### src/include/gmf_pkg.sv
// Constants shared by the global multicast filter block
// What this block does
// - Command code 0x12 turns on global multicast filtering with protocol filters
// - After enabling, multicast frames pass only on an enabled address match, a forwarded protocol class or broadcast
// - Enable packet: header 0-15, settings word 16-19, checksum 20-23, pad 24-45
// - Supported protocol filters are reported through a capability field
// - Unsupported settings bits are treated as reserved and ignored
// - Command exists only when the channel can accept all multicast addresses
// - Enabled table entries and forwarded classes are accepted; other multicasts except broadcast are rejected
// - Settings bit one forwards its frame class, zero filters it out
// - Bit 0: all-nodes MAC, IPv6, next header 58, ICMPv6 type 136
// - Bit 1: all-nodes MAC, IPv6, next header 58, ICMPv6 type 134
// - Bit 2: DHCPv6 relay/server MAC, IPv6, UDP 17, destination port 547
// - Each protocol filter is optional and its absence shows in the capabilities
// - Enable and disable commands with good checksum and at least 24 bytes always get a response
package gmf_pkg;
    // ------------------------------------------------------------
    // Command packets
    // ------------------------------------------------------------
    localparam logic [7:0] CMD_ENABLE = 8'h12;
    localparam logic [7:0] CMD_DISABLE = 8'h13;
    localparam logic [7:0] RSP_TYPE_FLAG = 8'h80;
    localparam logic [6:0] CMD_TYPE_BYTE = 7'h04;
    localparam logic [6:0] CMD_SET_FIRST = 7'h10;
    localparam logic [6:0] CMD_SET_LAST = 7'h13;
    localparam logic [6:0] CMD_MIN_LAST = 7'h17;
    localparam logic [15:0] RSP_OK = 16'h0000;
    localparam logic [15:0] RSP_UNSUPPORTED = 16'h0001;
    localparam logic [15:0] RSN_NONE = 16'h0000;
    localparam logic [15:0] RSN_UNKNOWN_CMD = 16'h7fff;
    // ------------------------------------------------------------
    // Frame fields
    // ------------------------------------------------------------
    localparam logic [6:0] FB_DMAC_END = 7'h06;
    localparam logic [6:0] FB_ETYPE_HI = 7'h0c;
    localparam logic [6:0] FB_ETYPE_LO = 7'h0d;
    localparam logic [6:0] FB_NEXT_HDR = 7'h14;
    localparam logic [6:0] FB_ICMP_TYPE = 7'h36;
    localparam logic [6:0] FB_DPORT_HI = 7'h38;
    localparam logic [6:0] FB_DPORT_LO = 7'h39;
    localparam logic [47:0] MAC_ALL_NODES = 48'h3333_0000_0001;
    localparam logic [47:0] MAC_DHCP_RELAY = 48'h3333_0001_0002;
    localparam logic [47:0] MAC_DHCP_SERVER = 48'h3333_0001_0003;
    localparam logic [15:0] ETYPE_IPV6 = 16'h86dd;
    localparam logic [7:0] NH_ICMPV6 = 8'h3a;
    localparam logic [7:0] NH_UDP = 8'h11;
    localparam logic [7:0] ICMP_NEIGH_ADV = 8'h88;
    localparam logic [7:0] ICMP_ROUTER_ADV = 8'h86;
    localparam logic [15:0] PORT_DHCP_SERVER = 16'h0223;
    localparam int BIT_NEIGH_ADV = 0;
    localparam int BIT_ROUTER_ADV = 1;
    localparam int BIT_DHCP_SERVER = 2;
    localparam int MCAST_BIT = 40;
    localparam logic [2:0] CAP_DEFAULT = 3'h7;
    // ------------------------------------------------------------
    // Register map
    // ------------------------------------------------------------
    localparam logic [7:0] REG_STATUS = 8'h00;
    localparam logic [7:0] REG_SETTINGS = 8'h04;
    localparam logic [7:0] REG_CAPS = 8'h08;
    localparam logic [7:0] REG_PASS_CNT = 8'h0c;
    localparam logic [7:0] REG_DROP_CNT = 8'h10;
    localparam logic [7:0] REG_TABLE_BASE = 8'h20;
    localparam logic [7:0] REG_TABLE_STRIDE = 8'h08;
    localparam int TBL_ENABLE_BIT = 31;
    localparam int STATUS_ACTIVE_BIT = 0;
    localparam int STATUS_FULL_BIT = 1;
endpackage

### src/rtl/gmf_fifo.sv
// Verdict FIFO with registered read data
module gmf_fifo #(
    parameter int WIDTH = 5,
    parameter int DEPTH = 16
) (
    input wire logic clk, // Block clock
    input wire logic rst, // Asynchronous reset, high
    input wire logic in_valid, // Write request
    output logic in_ready, // Room for a word
    input wire logic [WIDTH-1:0] in_data, // Word to store
    output logic out_valid, // Output word present
    input wire logic out_ready, // Consumer takes word
    output logic [WIDTH-1:0] out_data // Registered output word
);
    localparam int AW = $clog2(DEPTH);

    generate
        if (DEPTH < 2 || (1 << AW) != DEPTH)
        begin : g_bad
            $error("gmf_fifo depth must be a power of two, at least 2");
        end
    endgenerate

    typedef struct packed {
        logic [DEPTH-1:0][WIDTH-1:0] mem;
        logic [AW-1:0] wr;
        logic [AW-1:0] rd;
        logic [AW:0] cnt;
        logic ov;
        logic [WIDTH-1:0] od;
    } gmf_fifo_st_t;

    gmf_fifo_st_t s_r;
    gmf_fifo_st_t s_nxt;
    logic push;
    logic load;

    // Output stage is extra; full is judged on the array alone
    assign in_ready = (s_r.cnt != DEPTH[AW:0]);
    assign out_valid = s_r.ov;
    assign out_data = s_r.od;
    assign push = in_valid && in_ready;
    assign load = (s_r.cnt != '0) && (!s_r.ov || out_ready);

    always_comb
    begin
        s_nxt = s_r;
        if (push)
        begin
            s_nxt.mem[s_r.wr] = in_data;
            s_nxt.wr = s_r.wr + 1'b1;
        end
        if (load)
        begin
            s_nxt.od = s_r.mem[s_r.rd];
            s_nxt.ov = 1'b1;
            s_nxt.rd = s_r.rd + 1'b1;
        end
        else if (out_ready)
        begin
            s_nxt.ov = 1'b0;
        end
        s_nxt.cnt = s_r.cnt + {{AW{1'b0}}, push} - {{AW{1'b0}}, load};
    end

    always_ff @(posedge clk or posedge rst)
    begin
        if (rst)
        begin
            s_r <= '0;
        end
        else
        begin
            s_r <= s_nxt;
        end
    end
endmodule

### src/rtl/gmf_cmd.sv
// Control command capture: packet type and settings word
module gmf_cmd (
    input wire logic clk, // Block clock
    input wire logic rst, // Asynchronous reset, high
    input wire logic in_valid, // Command byte present
    input wire logic in_sof, // First byte of packet
    input wire logic in_eof, // Last byte of packet
    input wire logic [7:0] in_data, // Command byte
    input wire logic in_csum_ok, // Checksum and identifier good, valid with eof
    output logic cmd_done, // One-cycle pulse after a packet ends
    output logic cmd_ok, // Packet long enough and checksum good
    output logic [7:0] cmd_code, // Control packet type
    output logic [31:0] cmd_word // Bytes 16 to 19, first byte high
);
    typedef struct packed {
        logic [6:0] cnt;
        logic [7:0] code;
        logic [31:0] word;
        logic done;
        logic ok;
    } gmf_cmd_st_t;

    gmf_cmd_st_t s_r;
    gmf_cmd_st_t s_nxt;
    logic [6:0] idx;

    assign cmd_done = s_r.done;
    assign cmd_ok = s_r.ok;
    assign cmd_code = s_r.code;
    assign cmd_word = s_r.word;
    assign idx = in_sof ? 7'h00 : s_r.cnt;

    always_comb
    begin
        s_nxt = s_r;
        s_nxt.done = 1'b0;
        if (in_valid)
        begin
            if (idx != 7'h7f)
            begin
                s_nxt.cnt = idx + 7'h01;
            end
            if (idx == gmf_pkg::CMD_TYPE_BYTE)
            begin
                s_nxt.code = in_data;
            end
            if (idx >= gmf_pkg::CMD_SET_FIRST && idx <= gmf_pkg::CMD_SET_LAST)
            begin
                s_nxt.word = {s_r.word[23:0], in_data};
            end
            if (in_eof)
            begin
                s_nxt.done = 1'b1;
                // Truncated packet cannot carry a checksum after the word
                s_nxt.ok = in_csum_ok && (idx >= gmf_pkg::CMD_MIN_LAST);
            end
        end
    end

    always_ff @(posedge clk or posedge rst)
    begin
        if (rst)
        begin
            s_r <= '0;
        end
        else
        begin
            s_r <= s_nxt;
        end
    end
endmodule

### src/rtl/gmf_top.sv
// Global multicast filter: commands, address table, frame verdicts
module gmf_top #(
    parameter int NUM_ENTRIES = 4,
    parameter bit ACCEPT_ALL_MCAST = 1'b1,
    parameter logic [2:0] CAPS = gmf_pkg::CAP_DEFAULT,
    parameter int FIFO_DEPTH = 16
) (
    input wire logic REF_CLK, // Block clock, 20 MHz
    input wire logic RESET, // Asynchronous reset, high
    input wire logic PSEL, // APB select
    input wire logic PENABLE, // APB access phase
    input wire logic PWRITE, // APB direction
    input wire logic [7:0] PADDR, // APB byte address
    input wire logic [31:0] PWDATA, // APB write data
    output logic PREADY, // APB ready
    output logic [31:0] PRDATA, // APB read data
    output logic PSLVERR, // APB error on unmapped address
    input wire logic CMD_VALID, // Command byte present
    input wire logic CMD_SOF, // First command byte
    input wire logic CMD_EOF, // Last command byte
    input wire logic [7:0] CMD_DATA, // Command byte
    input wire logic CMD_CSUM_OK, // Checksum and identifier good
    output logic RSP_VALID, // Response pulse
    output logic [7:0] RSP_TYPE, // Response packet type
    output logic [15:0] RSP_CODE, // Response code
    output logic [15:0] RSP_REASON, // Reason code
    input wire logic RX_VALID, // Frame byte present
    output logic RX_READY, // Frame byte taken
    input wire logic RX_SOF, // First frame byte
    input wire logic RX_EOF, // Last frame byte
    input wire logic [7:0] RX_DATA, // Frame byte
    output logic VERDICT_VALID, // Verdict present
    input wire logic VERDICT_READY, // Verdict consumer ready
    output logic VERDICT_PASS, // Frame goes to management side
    output logic VERDICT_HIT, // Destination matched an enabled entry
    output logic [2:0] VERDICT_CLASS // Protocol filters that forwarded it
);
    localparam int VW = 5;

    generate
        if (NUM_ENTRIES < 1 || NUM_ENTRIES > 8)
        begin : g_bad
            $error("gmf_top supports 1 to 8 table entries");
        end
    endgenerate

    typedef struct packed {
        logic en;
        logic [31:0] settings;
        logic [6:0] cnt;
        logic [47:0] dmac;
        logic [15:0] etype;
        logic [7:0] nh;
        logic [7:0] icmp;
        logic [15:0] dport;
        logic eval;
        logic rsp_valid;
        logic [7:0] rsp_type;
        logic [15:0] rsp_code;
        logic [15:0] rsp_reason;
        logic [31:0] prdata;
        logic [31:0] pass_cnt;
        logic [31:0] drop_cnt;
        logic [NUM_ENTRIES-1:0][47:0] tbl_mac;
        logic [NUM_ENTRIES-1:0] tbl_en;
    } gmf_top_st_t;

    gmf_top_st_t s_r;
    gmf_top_st_t s_nxt;
    logic cmd_done;
    logic cmd_ok;
    logic [7:0] cmd_code;
    logic [31:0] cmd_word;
    logic fifo_in_ready;
    logic [VW-1:0] fifo_out;
    logic [2:0] cls;
    logic hit;
    logic pass;
    logic [6:0] idx;
    logic take;

    // ------------------------------------------------------------
    // Helpers
    // ------------------------------------------------------------
    // Table slot of an address: -1 when outside the table window
    function automatic int slot_of(input logic [7:0] a);
        logic [7:0] off;
        off = a - gmf_pkg::REG_TABLE_BASE;
        if (a < gmf_pkg::REG_TABLE_BASE || int'(off[7:3]) >= NUM_ENTRIES || a[1:0] != 2'h0)
        begin
            return -1;
        end
        return int'(off[7:3]);
    endfunction

    function automatic logic mapped(input logic [7:0] a);
        return (a == gmf_pkg::REG_STATUS) || (a == gmf_pkg::REG_SETTINGS) ||
            (a == gmf_pkg::REG_CAPS) || (a == gmf_pkg::REG_PASS_CNT) ||
            (a == gmf_pkg::REG_DROP_CNT) || (slot_of(a) >= 0);
    endfunction

    // ------------------------------------------------------------
    // Command capture and verdict buffer
    // ------------------------------------------------------------
    gmf_cmd u_cmd (
        .clk(REF_CLK),
        .rst(RESET),
        .in_valid(CMD_VALID),
        .in_sof(CMD_SOF),
        .in_eof(CMD_EOF),
        .in_data(CMD_DATA),
        .in_csum_ok(CMD_CSUM_OK),
        .cmd_done(cmd_done),
        .cmd_ok(cmd_ok),
        .cmd_code(cmd_code),
        .cmd_word(cmd_word)
    );

    gmf_fifo #(
        .WIDTH(VW),
        .DEPTH(FIFO_DEPTH)
    ) u_fifo (
        .clk(REF_CLK),
        .rst(RESET),
        .in_valid(s_r.eval),
        .in_ready(fifo_in_ready),
        .in_data({pass, hit, cls}),
        .out_valid(VERDICT_VALID),
        .out_ready(VERDICT_READY),
        .out_data(fifo_out)
    );

    assign VERDICT_PASS = fifo_out[4];
    assign VERDICT_HIT = fifo_out[3];
    assign VERDICT_CLASS = fifo_out[2:0];

    // Stall during evaluation so one verdict slot is always free
    assign RX_READY = fifo_in_ready && !s_r.eval;
    assign take = RX_VALID && RX_READY;
    assign idx = RX_SOF ? 7'h00 : s_r.cnt;

    assign PREADY = 1'b1;
    assign PRDATA = s_r.prdata;
    assign PSLVERR = PSEL && PENABLE && !mapped(PADDR);
    assign RSP_VALID = s_r.rsp_valid;
    assign RSP_TYPE = s_r.rsp_type;
    assign RSP_CODE = s_r.rsp_code;
    assign RSP_REASON = s_r.rsp_reason;

    // ------------------------------------------------------------
    // Frame classification
    // ------------------------------------------------------------
    always_comb
    begin
        logic ip6;
        logic icmp6;
        logic na;
        logic ra;
        logic dhcp;
        logic mcast;
        logic bcast;
        mcast = s_r.dmac[gmf_pkg::MCAST_BIT] && (s_r.cnt >= gmf_pkg::FB_DMAC_END);
        // Broadcast belongs to the broadcast filter, not to this one
        bcast = &s_r.dmac;
        ip6 = (s_r.cnt > gmf_pkg::FB_ETYPE_LO) && (s_r.etype == gmf_pkg::ETYPE_IPV6);
        icmp6 = ip6 && (s_r.cnt > gmf_pkg::FB_ICMP_TYPE) && (s_r.nh == gmf_pkg::NH_ICMPV6);
        na = icmp6 && (s_r.dmac == gmf_pkg::MAC_ALL_NODES) &&
            (s_r.icmp == gmf_pkg::ICMP_NEIGH_ADV);
        ra = icmp6 && (s_r.dmac == gmf_pkg::MAC_ALL_NODES) &&
            (s_r.icmp == gmf_pkg::ICMP_ROUTER_ADV);
        dhcp = ip6 && (s_r.cnt > gmf_pkg::FB_DPORT_LO) && (s_r.nh == gmf_pkg::NH_UDP) &&
            (s_r.dport == gmf_pkg::PORT_DHCP_SERVER) &&
            ((s_r.dmac == gmf_pkg::MAC_DHCP_RELAY) || (s_r.dmac == gmf_pkg::MAC_DHCP_SERVER));
        cls = 3'h0;
        cls[gmf_pkg::BIT_NEIGH_ADV] = na && s_r.settings[gmf_pkg::BIT_NEIGH_ADV];
        cls[gmf_pkg::BIT_ROUTER_ADV] = ra && s_r.settings[gmf_pkg::BIT_ROUTER_ADV];
        cls[gmf_pkg::BIT_DHCP_SERVER] = dhcp && s_r.settings[gmf_pkg::BIT_DHCP_SERVER];
        hit = 1'b0;
        for (int i = 0; i < NUM_ENTRIES; i++)
        begin
            if (s_r.tbl_en[i] && s_r.tbl_mac[i] == s_r.dmac)
            begin
                hit = 1'b1;
            end
        end
        pass = !s_r.en || !mcast || bcast || hit || (|cls);
    end

    // ------------------------------------------------------------
    // State update
    // ------------------------------------------------------------
    always_comb
    begin
        int sl;
        sl = slot_of(PADDR);
        s_nxt = s_r;
        s_nxt.rsp_valid = 1'b0;
        s_nxt.eval = 1'b0;
        // Field capture; byte count saturates so long frames keep fields
        if (take)
        begin
            if (idx != 7'h7f)
            begin
                s_nxt.cnt = idx + 7'h01;
            end
            if (idx < gmf_pkg::FB_DMAC_END)
            begin
                s_nxt.dmac = {s_r.dmac[39:0], RX_DATA};
            end
            if (idx == gmf_pkg::FB_ETYPE_HI || idx == gmf_pkg::FB_ETYPE_LO)
            begin
                s_nxt.etype = {s_r.etype[7:0], RX_DATA};
            end
            if (idx == gmf_pkg::FB_NEXT_HDR)
            begin
                s_nxt.nh = RX_DATA;
            end
            if (idx == gmf_pkg::FB_ICMP_TYPE)
            begin
                s_nxt.icmp = RX_DATA;
            end
            if (idx == gmf_pkg::FB_DPORT_HI || idx == gmf_pkg::FB_DPORT_LO)
            begin
                s_nxt.dport = {s_r.dport[7:0], RX_DATA};
            end
            s_nxt.eval = RX_EOF;
        end
        if (s_r.eval)
        begin
            if (pass)
            begin
                s_nxt.pass_cnt = s_r.pass_cnt + 32'h0000_0001;
            end
            else
            begin
                s_nxt.drop_cnt = s_r.drop_cnt + 32'h0000_0001;
            end
        end
        // Commands; bad checksum or identifier gets no response
        if (cmd_done && cmd_ok)
        begin
            case (cmd_code)
                gmf_pkg::CMD_ENABLE:
                begin
                    s_nxt.rsp_valid = 1'b1;
                    s_nxt.rsp_type = cmd_code | gmf_pkg::RSP_TYPE_FLAG;
                    if (ACCEPT_ALL_MCAST)
                    begin
                        s_nxt.en = 1'b1;
                        // Unsupported bits dropped as reserved
                        s_nxt.settings = {29'h0, cmd_word[2:0] & CAPS};
                        s_nxt.rsp_code = gmf_pkg::RSP_OK;
                        s_nxt.rsp_reason = gmf_pkg::RSN_NONE;
                    end
                    else
                    begin
                        s_nxt.rsp_code = gmf_pkg::RSP_UNSUPPORTED;
                        s_nxt.rsp_reason = gmf_pkg::RSN_UNKNOWN_CMD;
                    end
                end
                gmf_pkg::CMD_DISABLE:
                begin
                    s_nxt.rsp_valid = 1'b1;
                    s_nxt.rsp_type = cmd_code | gmf_pkg::RSP_TYPE_FLAG;
                    s_nxt.en = 1'b0;
                    s_nxt.rsp_code = ACCEPT_ALL_MCAST ? gmf_pkg::RSP_OK : gmf_pkg::RSP_UNSUPPORTED;
                    s_nxt.rsp_reason = ACCEPT_ALL_MCAST ? gmf_pkg::RSN_NONE : gmf_pkg::RSN_UNKNOWN_CMD;
                end
                default:
                begin
                    s_nxt.rsp_valid = 1'b0;
                end
            endcase
        end
        // APB read data latched in the setup cycle
        if (PSEL && !PENABLE && !PWRITE)
        begin
            s_nxt.prdata = 32'h0000_0000;
            case (PADDR)
                gmf_pkg::REG_STATUS:
                begin
                    s_nxt.prdata[gmf_pkg::STATUS_ACTIVE_BIT] = s_r.en;
                    s_nxt.prdata[gmf_pkg::STATUS_FULL_BIT] = !fifo_in_ready;
                end
                gmf_pkg::REG_SETTINGS:
                begin
                    s_nxt.prdata = s_r.settings;
                end
                gmf_pkg::REG_CAPS:
                begin
                    s_nxt.prdata[2:0] = ACCEPT_ALL_MCAST ? CAPS : 3'h0;
                end
                gmf_pkg::REG_PASS_CNT:
                begin
                    s_nxt.prdata = s_r.pass_cnt;
                end
                gmf_pkg::REG_DROP_CNT:
                begin
                    s_nxt.prdata = s_r.drop_cnt;
                end
                default:
                begin
                    if (sl >= 0)
                    begin
                        s_nxt.prdata = PADDR[2] ?
                            {s_r.tbl_en[sl], 15'h0000, s_r.tbl_mac[sl][47:32]} : s_r.tbl_mac[sl][31:0];
                    end
                end
            endcase
        end
        // Table writes; the controller may add solicited-node entries here
        if (PSEL && PENABLE && PWRITE && sl >= 0)
        begin
            if (PADDR[2])
            begin
                s_nxt.tbl_mac[sl][47:32] = PWDATA[15:0];
                s_nxt.tbl_en[sl] = PWDATA[gmf_pkg::TBL_ENABLE_BIT];
            end
            else
            begin
                s_nxt.tbl_mac[sl][31:0] = PWDATA;
            end
        end
    end

    always_ff @(posedge REF_CLK or posedge RESET)
    begin
        if (RESET)
        begin
            s_r <= '0;
        end
        else
        begin
            s_r <= s_nxt;
        end
    end
endmodule

### config.mk
export PLATFORM = sky130hd
export DESIGN_NAME = gmf_top
export DESIGN_NICKNAME = d
export VERILOG_FILES = /design/src/include/gmf_pkg.sv /design/src/rtl/gmf_fifo.sv /design/src/rtl/gmf_cmd.sv /design/src/rtl/gmf_top.sv
export SDC_FILE = /design/constraint.sdc
export NUM_CORES = 1
export LEC_CHECK = 0
export ABC_CLOCK_PERIOD_IN_PS = 20500
export CORE_MARGIN = 1.5
export CORE_UTILIZATION = 66
export CTS_BUF_LIST = sky130_fd_sc_hd__clkbuf_4
export DETAILED_ROUTE_END_ITERATION = 10
export DONT_BUFFER_PORTS = 1
export HOLD_SLACK_MARGIN = 0.1
export PLACE_DENSITY = 0.82
export SYNTH_ARGS = -nofsm -noshare
export SYNTH_HDL_FRONTEND = slang
export SYNTH_SLANG_ARGS = --single-unit
export TNS_END_PERCENT = 50
### constraint.sdc
create_clock -name REF_CLK -period 20.5 [get_ports REF_CLK]
set_clock_uncertainty 0.2 [all_clocks]
set_input_delay 3.075 -clock REF_CLK [delete_from_list [all_inputs] [get_ports REF_CLK]]
set_output_delay 3.075 -clock REF_CLK [all_outputs]
set_load 0.02 [all_outputs]
## Yosys cells after proc, flatten, opt, wreduce, memory -nomap -nowiden

Index checks and enable logic that the tools add are counted.

| operators by class | value |
|---|---|
| $add $sub $neg | 9 |
| $mul | 0 |
| divide/modulo/power cells | 0 |
| order comparisons | 16 |
| eq/ne operators | 29 |
| shift operators | 0 |
| mux-type cells | 44 |
| bitwise logic cells | 1 |
| reduce and logical (&&, ||, !) cells | 81 |

Operator list:

| cell | number |
|---|---|
| $bwmux W192 | 2 |
| $demux W48 S2 | 2 |
| $eq A48 B48 Y1 | 4 |
| $mux W192 | 1 |
| $mux W32 | 5 |
| $eq A48 B46 Y1 const B | 3 |
| $mux W48 | 3 |
| $bmux W48 S2 | 1 |
| $pmux W29 S3 | 1 |
| $bwmux W80 | 1 |
| $add A32 B1 Y32 const B | 2 |
| $ge A32 B1 Y1 const B | 2 |
| $reduce_and A48 Y1 | 1 |
| $mux W41 | 1 |
| $mux W40 | 1 |
| $logic_and A1 B1 Y1 | 33 |
| $eq A8 B5 Y1 const B | 4 |
| $lt A32 B4 Y1 const B | 1 |
| $reduce_and A2 Y1 | 16 |
| $eq A7 B6 Y1 const B | 3 |
| $bmux W5 S4 | 1 |
| $demux W5 S4 | 1 |
| $eq A16 B10 Y1 const B | 1 |
| $eq A16 B16 Y1 const B | 1 |
| other kinds (42) | 89 |

| storage, ports and cells | value |
|---|---|
| register bits after elaboration | 528 |
| latch bits | 0 |
| RAM bits | 0 |
| bits in read-only memories | 0 |
| bits of input ports | 69 |
| output and inout port bits | 82 |
| logic and storage cells | 225 |
| memories | 0 |

## Depth between registers and ports, before layout

Gate-level depths: netlist (run 1).

| depth | value |
|---|---|
| depth after elaboration | 12 |
| gate-level depth with buffers | 15 |
| mapped depth without buffers | 15 |

## Hierarchy

A second synthesis (run 1) with hierarchy kept.

| unflattened totals | value |
|---|---|
| cells, all modules | 2,371 |
| area, all modules | 28,258.4 um2 |

By module, submodules not included:

| module | times used | cells each | area each (um2) | seq. area each (um2) |
|---|---|---|---|---|
| gmf_top | 1 | 1,865 | 21,171.6 | 10,234.8 |
| gmf_fifo | 1 | 322 | 4,709.5 | 2,477.4 |
| gmf_cmd | 1 | 184 | 2,377.3 | 1,226.2 |

## Least setup slack after synthesis (run 1)

No wires, ideal clock.

| timing path | value |
|---|---|
| kind | input port to output port |
| start | input PADDR[5] |
| end | output PSLVERR |
| arrival time | 4.276 ns |
| data required time | 17.225 ns |
| slack | 12.949 ns |
| stages on the path | 6 |
| buffers on the path | 1 |
| path through | inv_1 > ha_1 > nand4bb_1 > a211o_1 > clkbuf_1 > o2111a_1 |

| on the way | value |
|---|---|
| longest elaborated chain between the ends | 10 |
| elaborated cells on any way between the ends | 21 |
| those cells by class | add/sub: 1; order compare: 3; eq/ne: 4; mux: 3; reduce/logical: 10 |

Ends and longest elaborated chain:

| element | line | RTL |
|---|---|---|
| from (decl) | gmf_top.sv:13 | `input wire logic [7:0] PADDR,` |
| $sub A8 B6 Y8 | gmf_top.sv:88 | `off = a - gmf_pkg::REG_TABLE_BASE;` |
| $ge A5 B3 Y1 | gmf_top.sv:89 | `if (a < gmf_pkg::REG_TABLE_BASE \|\| int'(off[7:3]) >= NUM_ENTRIES \|\| a[1:0] != 2'h0)` |
| $logic_or A1 B1 Y1 (2 in a row) | gmf_top.sv:89 |  |
| $mux W32 or $mux W1 (tied branches) | gmf_top.sv:89 |  |
| $mux W32 | gmf_top.sv:93 | `return int'(off[7:3]);` |
| $ge A32 B1 Y1 | gmf_top.sv:99 | `(a == gmf_pkg::REG_DROP_CNT) \|\| (slot_of(a) >= 0);` |
| $logic_or A1 B1 Y1 (*) | gmf_top.sv:99 |  |
| $logic_not A1 Y1 (*) | gmf_top.sv:144 | `assign PSLVERR = PSEL && PENABLE && !mapped(PADDR);` |
| $logic_and A1 B1 Y1 (*) | gmf_top.sv:144 |  |
| to (decl) | gmf_top.sv:17 | `output logic PSLVERR,` |

Every way passes the cells marked *; elsewhere a longest branch is shown, timed or not.

## Final worst setup path (run 1)

Ends and elaborated chain as after synthesis.

==> summary.md, run 1 <==
| Metric | Value |
|---|---|
| Status | complete, no violations |
| Worst skew pair latency | 0.88 ns |
| Slew of the pin with the lowest slew margin | 1.29 ns |
| IO buf count | 0 |
| Gr busiest metal | met2 |
| Synth Register Bits | around 530 |
| Grt met1 use | 0.506 |
| Setup Buffers After CTS | 0 |
| Yosys warnings | 0 |
| Synth area leader | dfrtp_1 |
| # clock sinks | ~530 |
| Iter 0 DRT Violations | about 2100 |
| Top cells by area, synth | dfrtp_1 (50%), mux2_2 (15%), xnor2_1 (7.6%) |
| Via Count | around 19000 |
| Post-synth top cells | dfrtp_1 (528), mux2_2 (346), xnor2_1 (231), clkbuf_1 (134), nand2_1 (117) |
| CP required | between 15 and 20 ns |
| Clock-pin slew on the worst setup and hold paths | approximately 0.060 ns |
| Die X | approximately 200 µm |
| Rows | 73 |
| Resize count post-CTS | 0 |
| Vias in the first global route | about 19000 |
| Slew Viols, Final | 0 |
| CTS buffer count | about 140 |
| Syn Area/Cell | about 12 µm² |
| Post-Syn Instances | ~2300 |
| Final count of hold timing violations | 0 |
| Hold_ws | approximately 0.28 ns |
| Sequential element share of the synthesized area | 0.499 |
| Post-synth EDFFs | 0 |
| Core Region | about 40000 µm² |
| Worst VDD drop | between 70 and 80 µV |
| # H-tree levels | 4 |
| M3 GR Usage | 0.104 |
| Max-cap violations | 0 |
| # setup viols final | 0 |
| Critical Path End Type | output pin |
| Top-count cell post-synth | dfrtp_1 |
| Cell Pwr Density | 101 nW/µm² |
| Worst slew margin | 0.130 |
| Number of vias per cell | between 6 and 7 |
| Worst path arrival time | 4.76 ns |
| Post-synth top area share | 0.499 |
| Hold Startpoint | u_fifo.s_r[26] |
| Drt wl/cell | about 26 µm |
| RSZ-0062 raised after global routing | false |
| Worst-path maximum fanout | 24 |
| Synth Flop Type | dfrtp_1 |
| Routability cong. | ~1 |
| FF-to-FF Start | s_r[383] |
| First-pass GRT wire length | roughly 110 mm |
| Hold crit path type | register to register |
| Final wirelength | between 70 and 80 mm |
| Post-DRT Antenna Nets | 0 |
| CP startpoint | PADDR[5] |
| Total track usage | 0.371 |
| Final Cycle Share | 0.392 |
| Crit path kind | input pin to output pin |
| CTS Root Cell | clkbuf_4 |
| LEAKAGE | between 0.01 and 0.015 µW |
| Initial Utilization | 0.668 |
| Die height | ~200 µm |
| Clock buffer depth | 3 |
| DIE AREA | approximately 41000 µm² |
| Post-synthesis cell type count | 75 |
| Met2 Resource Use GR | 0.553 |
| CTS tree | built |
| I/O pins | 151 |
| DRT Pass-1 Iters | 6 |
| Pin count of the biggest net entering global routing | around 190 |
| Setup_tns | 0 ns |
| Post-route DRC violation count | 0 |
| GRT overflow | 0 |
| Mapped Area | 26500 µm² |
| Layout cells sized above 1 | 0.267 |
| DPL Wire Length | 53.0 mm |
| CP Launch Type | input pin |
| Fmax | 124 MHz |
| Fin crit period | between 8 and 9 ns |
| Final #Nets | roughly 2300 |
| Hold Buf Count CTS | 0 |
| P&R area growth vs syn | 5.60% |
| Ys async rst share | 1.00 |
| Initial antenna violation count | 4 |
[layout by cell type (no fill, tap or decap), drive strengths merged, types with 21 or more instances in the layout]
cell type,netlist,layout
a21oi,30,30
buf,96,31
clkbuf,134,187
clkinv,1,26
conb,2,33
dfrtp,528,528
ha,21,21
inv,40,47
mux2,346,346
mux4,26,26
nand2,117,117
nand3,50,50
nand4,104,104
nor2,98,98
nor4,25,25
o21ai,95,95
o221ai,33,33
o22ai,33,33
xnor2,231,231
xor2,28,28
[worst max-delay path, stage by stage]
cell and delay [ns]:
inv_1 0.08, ha_1 0.18, xor2_1 0.21, a211o_1 0.77, o2111a_1 0.44
[sequential cells by signal, indices dropped and copies added, names as in the netlist]
signal,cells
u_cmd.cmd_done,1
u_fifo.s_r,93
u_cmd.cmd_ok,1
PRDATA,32
RSP_TYPE,8
RSP_VALID,1
u_cmd.cmd_word,3
u_fifo.out_valid,1
u_fifo.out_data,5
u_cmd.cmd_code,8
u_cmd.s_r,7
s_r,368
[area by class of cell]
type                    instances  area (µm²)
diodes                          1        2.50
clock buffers                 187        1400
clock inverters                34         181
fillers                      2940       11700
inverters                      41         161
multi-input cells            1513       12100
flip-flops and latches        528       13200
well taps                     525         657
repair buffers                 31         245
[power breakdown]
part	switching [µW]	internal, µW
logic	299	275
clock network	425	443
registers	251	1140
total	975	1860
[routing by layer]
metal  share of wire  vias to the layer above
li1                -                     8144
met1            0.40                     9504
met2            0.45                     1060
met3            0.10                      198
met4           0.043                        2
met5          0.0013                        -
[stage by stage]
stage	power, µW	util	instance area [µm²]	instances	setup WS (ns)
after detailed placement	1960	0.665	26400	2638	12.53
final	2840	0.705	27900	2860	12.46
after floorplan	1770	-	26600	2312	2.47
after global placement	1940	0.665	26400	2638	12.57
after CTS	2830	0.705	27900	2859	12.53
after global routing	2950	0.705	27900	2860	12.42
[cell families (layout without fill, tap and decap cells)]
group / Yosys count / count (layout) / synth area share
AO/OA/AOI/OAI: 312 / 312 / 0.0814
XOR/XNOR: 259 / 259 / 0.0857
adder cells (fa/ha/maj): 22 / 22 / 0.0107
buffers and inverters: 271 / 293 / 0.0504
flip-flops: 528 / 528 / 0.499
multiplexers: 374 / 374 / 0.170
other: 2 / 34 / 0.000284
AND/OR/NAND/NOR: 513 / 513 / 0.102
[final timing paths]
path	endpoint	slack [ns]	depth (start not counted)
max reg2reg	s_r[229]	16.55	7
min reg2reg	u_fifo.s_r[26]	0.28	2
max	PSLVERR	12.46	5
min	u_fifo.s_r[26]	0.28	2
min in group asynchronous	u_fifo.out_valid	1.97	1
max in group asynchronous	PRDATA[30]	15.69	3
Note: power is estimated with default switching activity, not from simulation.
==> run 2: changes to the inputs <==
--- a/config.mk
+++ b/config.mk
@@ -5,14 +5,15 @@
 export SDC_FILE = /design/constraint.sdc
 export NUM_CORES = 1
 export LEC_CHECK = 0
-export ABC_CLOCK_PERIOD_IN_PS = 20500
+export ABC_AREA = 1
+export ABC_CLOCK_PERIOD_IN_PS = 7400
 export CORE_MARGIN = 1.5
-export CORE_UTILIZATION = 66
+export CORE_UTILIZATION = 67
 export CTS_BUF_LIST = sky130_fd_sc_hd__clkbuf_4
 export DETAILED_ROUTE_END_ITERATION = 10
 export DONT_BUFFER_PORTS = 1
 export HOLD_SLACK_MARGIN = 0.1
-export PLACE_DENSITY = 0.82
+export PLACE_DENSITY = 0.83
 export SYNTH_ARGS = -nofsm -noshare
 export SYNTH_HDL_FRONTEND = slang
 export SYNTH_SLANG_ARGS = --single-unit
==> constraint.sdc (replaced) <==
create_clock -name REF_CLK -period 7.4 [get_ports REF_CLK]
set_clock_uncertainty 0.2 [all_clocks]
set_input_delay 1.11 -clock REF_CLK [delete_from_list [all_inputs] [get_ports REF_CLK]]
set_output_delay 1.11 -clock REF_CLK [all_outputs]
set_load 0.02 [all_outputs]
==> summary.md, run 2 <==
| Metric | Value |
|---|---|
| Die height | approximately 210 µm |
| CP top delay family | simple AND/OR/NAND/NOR gates |
| Final count of hold timing violations | 0 |
| Layout cells sized above 1 | 0.0757 |
| Worst-path maximum fanout | 34 |
| Synth Flop Type | dfrtp_1 |
| Number of vias per cell | between 6 and 7 |
| CTS tree | built |
| Post-route DRC violation count | 0 |
| Via Count | ~28000 |
| Post-synthesis cell type count | between 40 and 50 |
| Leading cell type in the layout, fill and taps excluded | nand2_1 |
| Post-DRT Antenna Nets | 0 |
| Max-cap violations | 0 |
| Fin crit period | 4.20 ns |
| I/O pins | approximately 150 |
| Critical Path End Type | register |
| Hold Path End | s_r[56] |
| Vias in the first global route | 26005 |
| Routability cong. | roughly 1.1 |
| Drt wl/cell | ~23 µm |
| RSZ-0062 raised after global routing | false |
| Ys async rst share | 1.00 |
| Initial antenna violation count | 4 |
| Largest register FFs | between 300 and 400 |
| Highest-count cells in the layout ignoring fill and taps | nand2_1 (1231), dfrtp_1 (527), o21ai_0 (509) |
| Initial Utilization | 0.684 |
| Worst VDD drop | ~300 µV |
| GRT overflow | 0 |
| Syn Area/Cell | approximately 7.4 µm² |
| Sequential element share of the synthesized area | 0.457 |
| Clock-pin slew on the worst setup and hold paths | 0.07 ns |
| DPL Wire Length | a little over 70 mm |
| R2r setup slk | approximately 3.2 ns |
| Fmax | roughly 240 MHz |
| Mapped Area | roughly 29000 µm² |
| Core Region | ~42000 µm² |
| Post-synth top cells | nand2_1 (1231), dfrtp_1 (528), o21ai_0 (509), inv_1 (414), nor2_1 (333) |
| Register Area | 13200 µm² |
| Slew Viols, Final | 0 |
| Die X | 211 µm |
| Hold path depth | 2 |
| Rows | 75 |
| # H-tree levels | 4 |
| Final wirelength | 103 mm |
| Worst skew pair latency | around 1.1 ns |
| Filler cells | approximately 3400 |
| Slowest CP cell | nand2_1 |
| Delay of the slowest cell on the worst path | between 0.8 and 0.9 ns |
| Pin count of the biggest net entering global routing | 185 |
| CTS Root Cell | clkbuf_4 |
| CP startpoint | s_r[399] |
| Resize count post-CTS | 0 |
| Post-synth EDFFs | 0 |
| Total track usage | 0.470 |
| Hold crit path type | input pin to register |
| IO buf count | 0 |
| Worst path arrival time | approximately 5.0 ns |
| Post-synth top area share | 0.457 |
| # clock sinks | 528 |
| Worst slew margin | 0.125 |
| Top cells by area, synth | dfrtp_1 (46%), nand2_1 (16%), o21ai_0 (8.8%) |
| DIE AREA | ~44000 µm² |
| Iter 0 DRT Violations | ~4200 |
| Setup WS pre-CTS | roughly 3 ns |
| LEAKAGE | 0.0148 µW |
| P&R area growth vs syn | 7.07% |
| PnR worst setup slack | roughly 3.2 ns |
| Most flops, register | s_r |
| FF-to-FF Start | s_r[399] |
| Cell area after layout | about 30000 µm² |
| Yosys warnings | 0 |
| Status | complete, no violations |
| Multi-input gate area | 13000 µm² |
| Post-DP Area | approximately 29000 µm² |
| Synth area leader | dfrtp_1 |
| Final Cycle Share | 0.567 |
| CP required | just over 8 ns |
| Synth Register Bits | approximately 530 |
| First-pass GRT wire length | 154 mm |
| Slew of the pin with the lowest slew margin | about 1.3 ns |
| CP Launch Type | register |
| Crit path kind | register to register |
| # setup viols final | 0 |
| Final #Nets | ~4000 |
| Worst Reg-to-Reg Cells | 12 |
| Top-count cell post-synth | nand2_1 |
| Critical R2R Capture | s_r[255] |
| Design Power | roughly 8600 µW |
| WP buf/inv | 1 |
| Hold Startpoint | PWDATA[4] |
| DRT Pass-1 Iters | 6 |
| Critical path cell sequence | inv_1 > nand4_1 > nor2_1 > nand3_1 > nor2_1 > nand2_2 > nand2_1 > nor2_4 > nand2_2 > nand2_1 > nand2_1 > nand2_1 |
| Cell Pwr Density | between 200 and 300 nW/µm² |
| Post-Syn Instances | 3886 |
| CTS buffer count | 141 |
| Clock buffer depth | 3 |
| Crit path top cell by count | nand2_1 |
| Setup Buffers After CTS | 0 |
## run 2: layout make-up
class,instances,area share
Clock buffer,193,0.0469
Clock inverter,33,0.00866
Inverter,424,0.0518
Antenna cell,7,0.000566
Multi-Input combinational cell,2732,0.419
Tap cell,539,0.0218
Timing Repair Buffer,78,0.0239
Sequential cell,528,0.427
## run 2: timing repair
| action | CTS | global route |
|---|---|---|
| setup endpoints to repair | 0 | 0 |
| hold buffers | 51 | 0 |
| endpoints found under the hold margin | 337 | 0 |
## run 2: cell families (layout without fill, tap and decap cells)
family / after synthesis / count (layout) / synth area share
simple gates: 1870 / 1870 / 0.264
other cells: 2 / 40 / 0.000260
xor+xnor: 111 / 111 / 0.0337
flops: 528 / 528 / 0.457
buf+inv: 657 / 728 / 0.0994
mux: 20 / 20 / 0.00780
fa+ha+maj: 22 / 22 / 0.00979
compound gates: 676 / 676 / 0.127
## run 2: metrics by stage
step / instances / util / hold slack [ns] / TNS [ns]
after CTS: 4527 / 0.732 / 0.100 / 0
after global routing: 4533 / 0.732 / 0.127 / 0
final: 4534 / 0.732 / 0.147 / 0
after global placement: 4250 / 0.679 / 0.255 / 0
after floorplan: 3917 / - / 0.236 / -573.47
after detailed placement: 4250 / 0.679 / 0.263 / 0
## run 2: metal layers
layer / wire [µm] / GRT usage
met4: 5780 / 0.258
met3: 13400 / 0.153
met1: 38700 / 0.613
met5: 36 / 0
met2: 45300 / 0.695
## run 2: how the worst max path moves through the flow
stage,endpoint,cells after the start
CTS,s_r[255],14
detailed placement,s_r[70],11
finish,s_r[255],12
global placement,s_r[114],8
floorplan,PRDATA[0],1
global route,s_r[255],12
## run 2: report_power, final
group	leakage [µW]	switching, µW	internal, µW	total (µW)
Sequential	0.00692	589	3180	3760
Clock	0.00102	1250	1370	2620
Combinational	0.00683	1580	655	2240
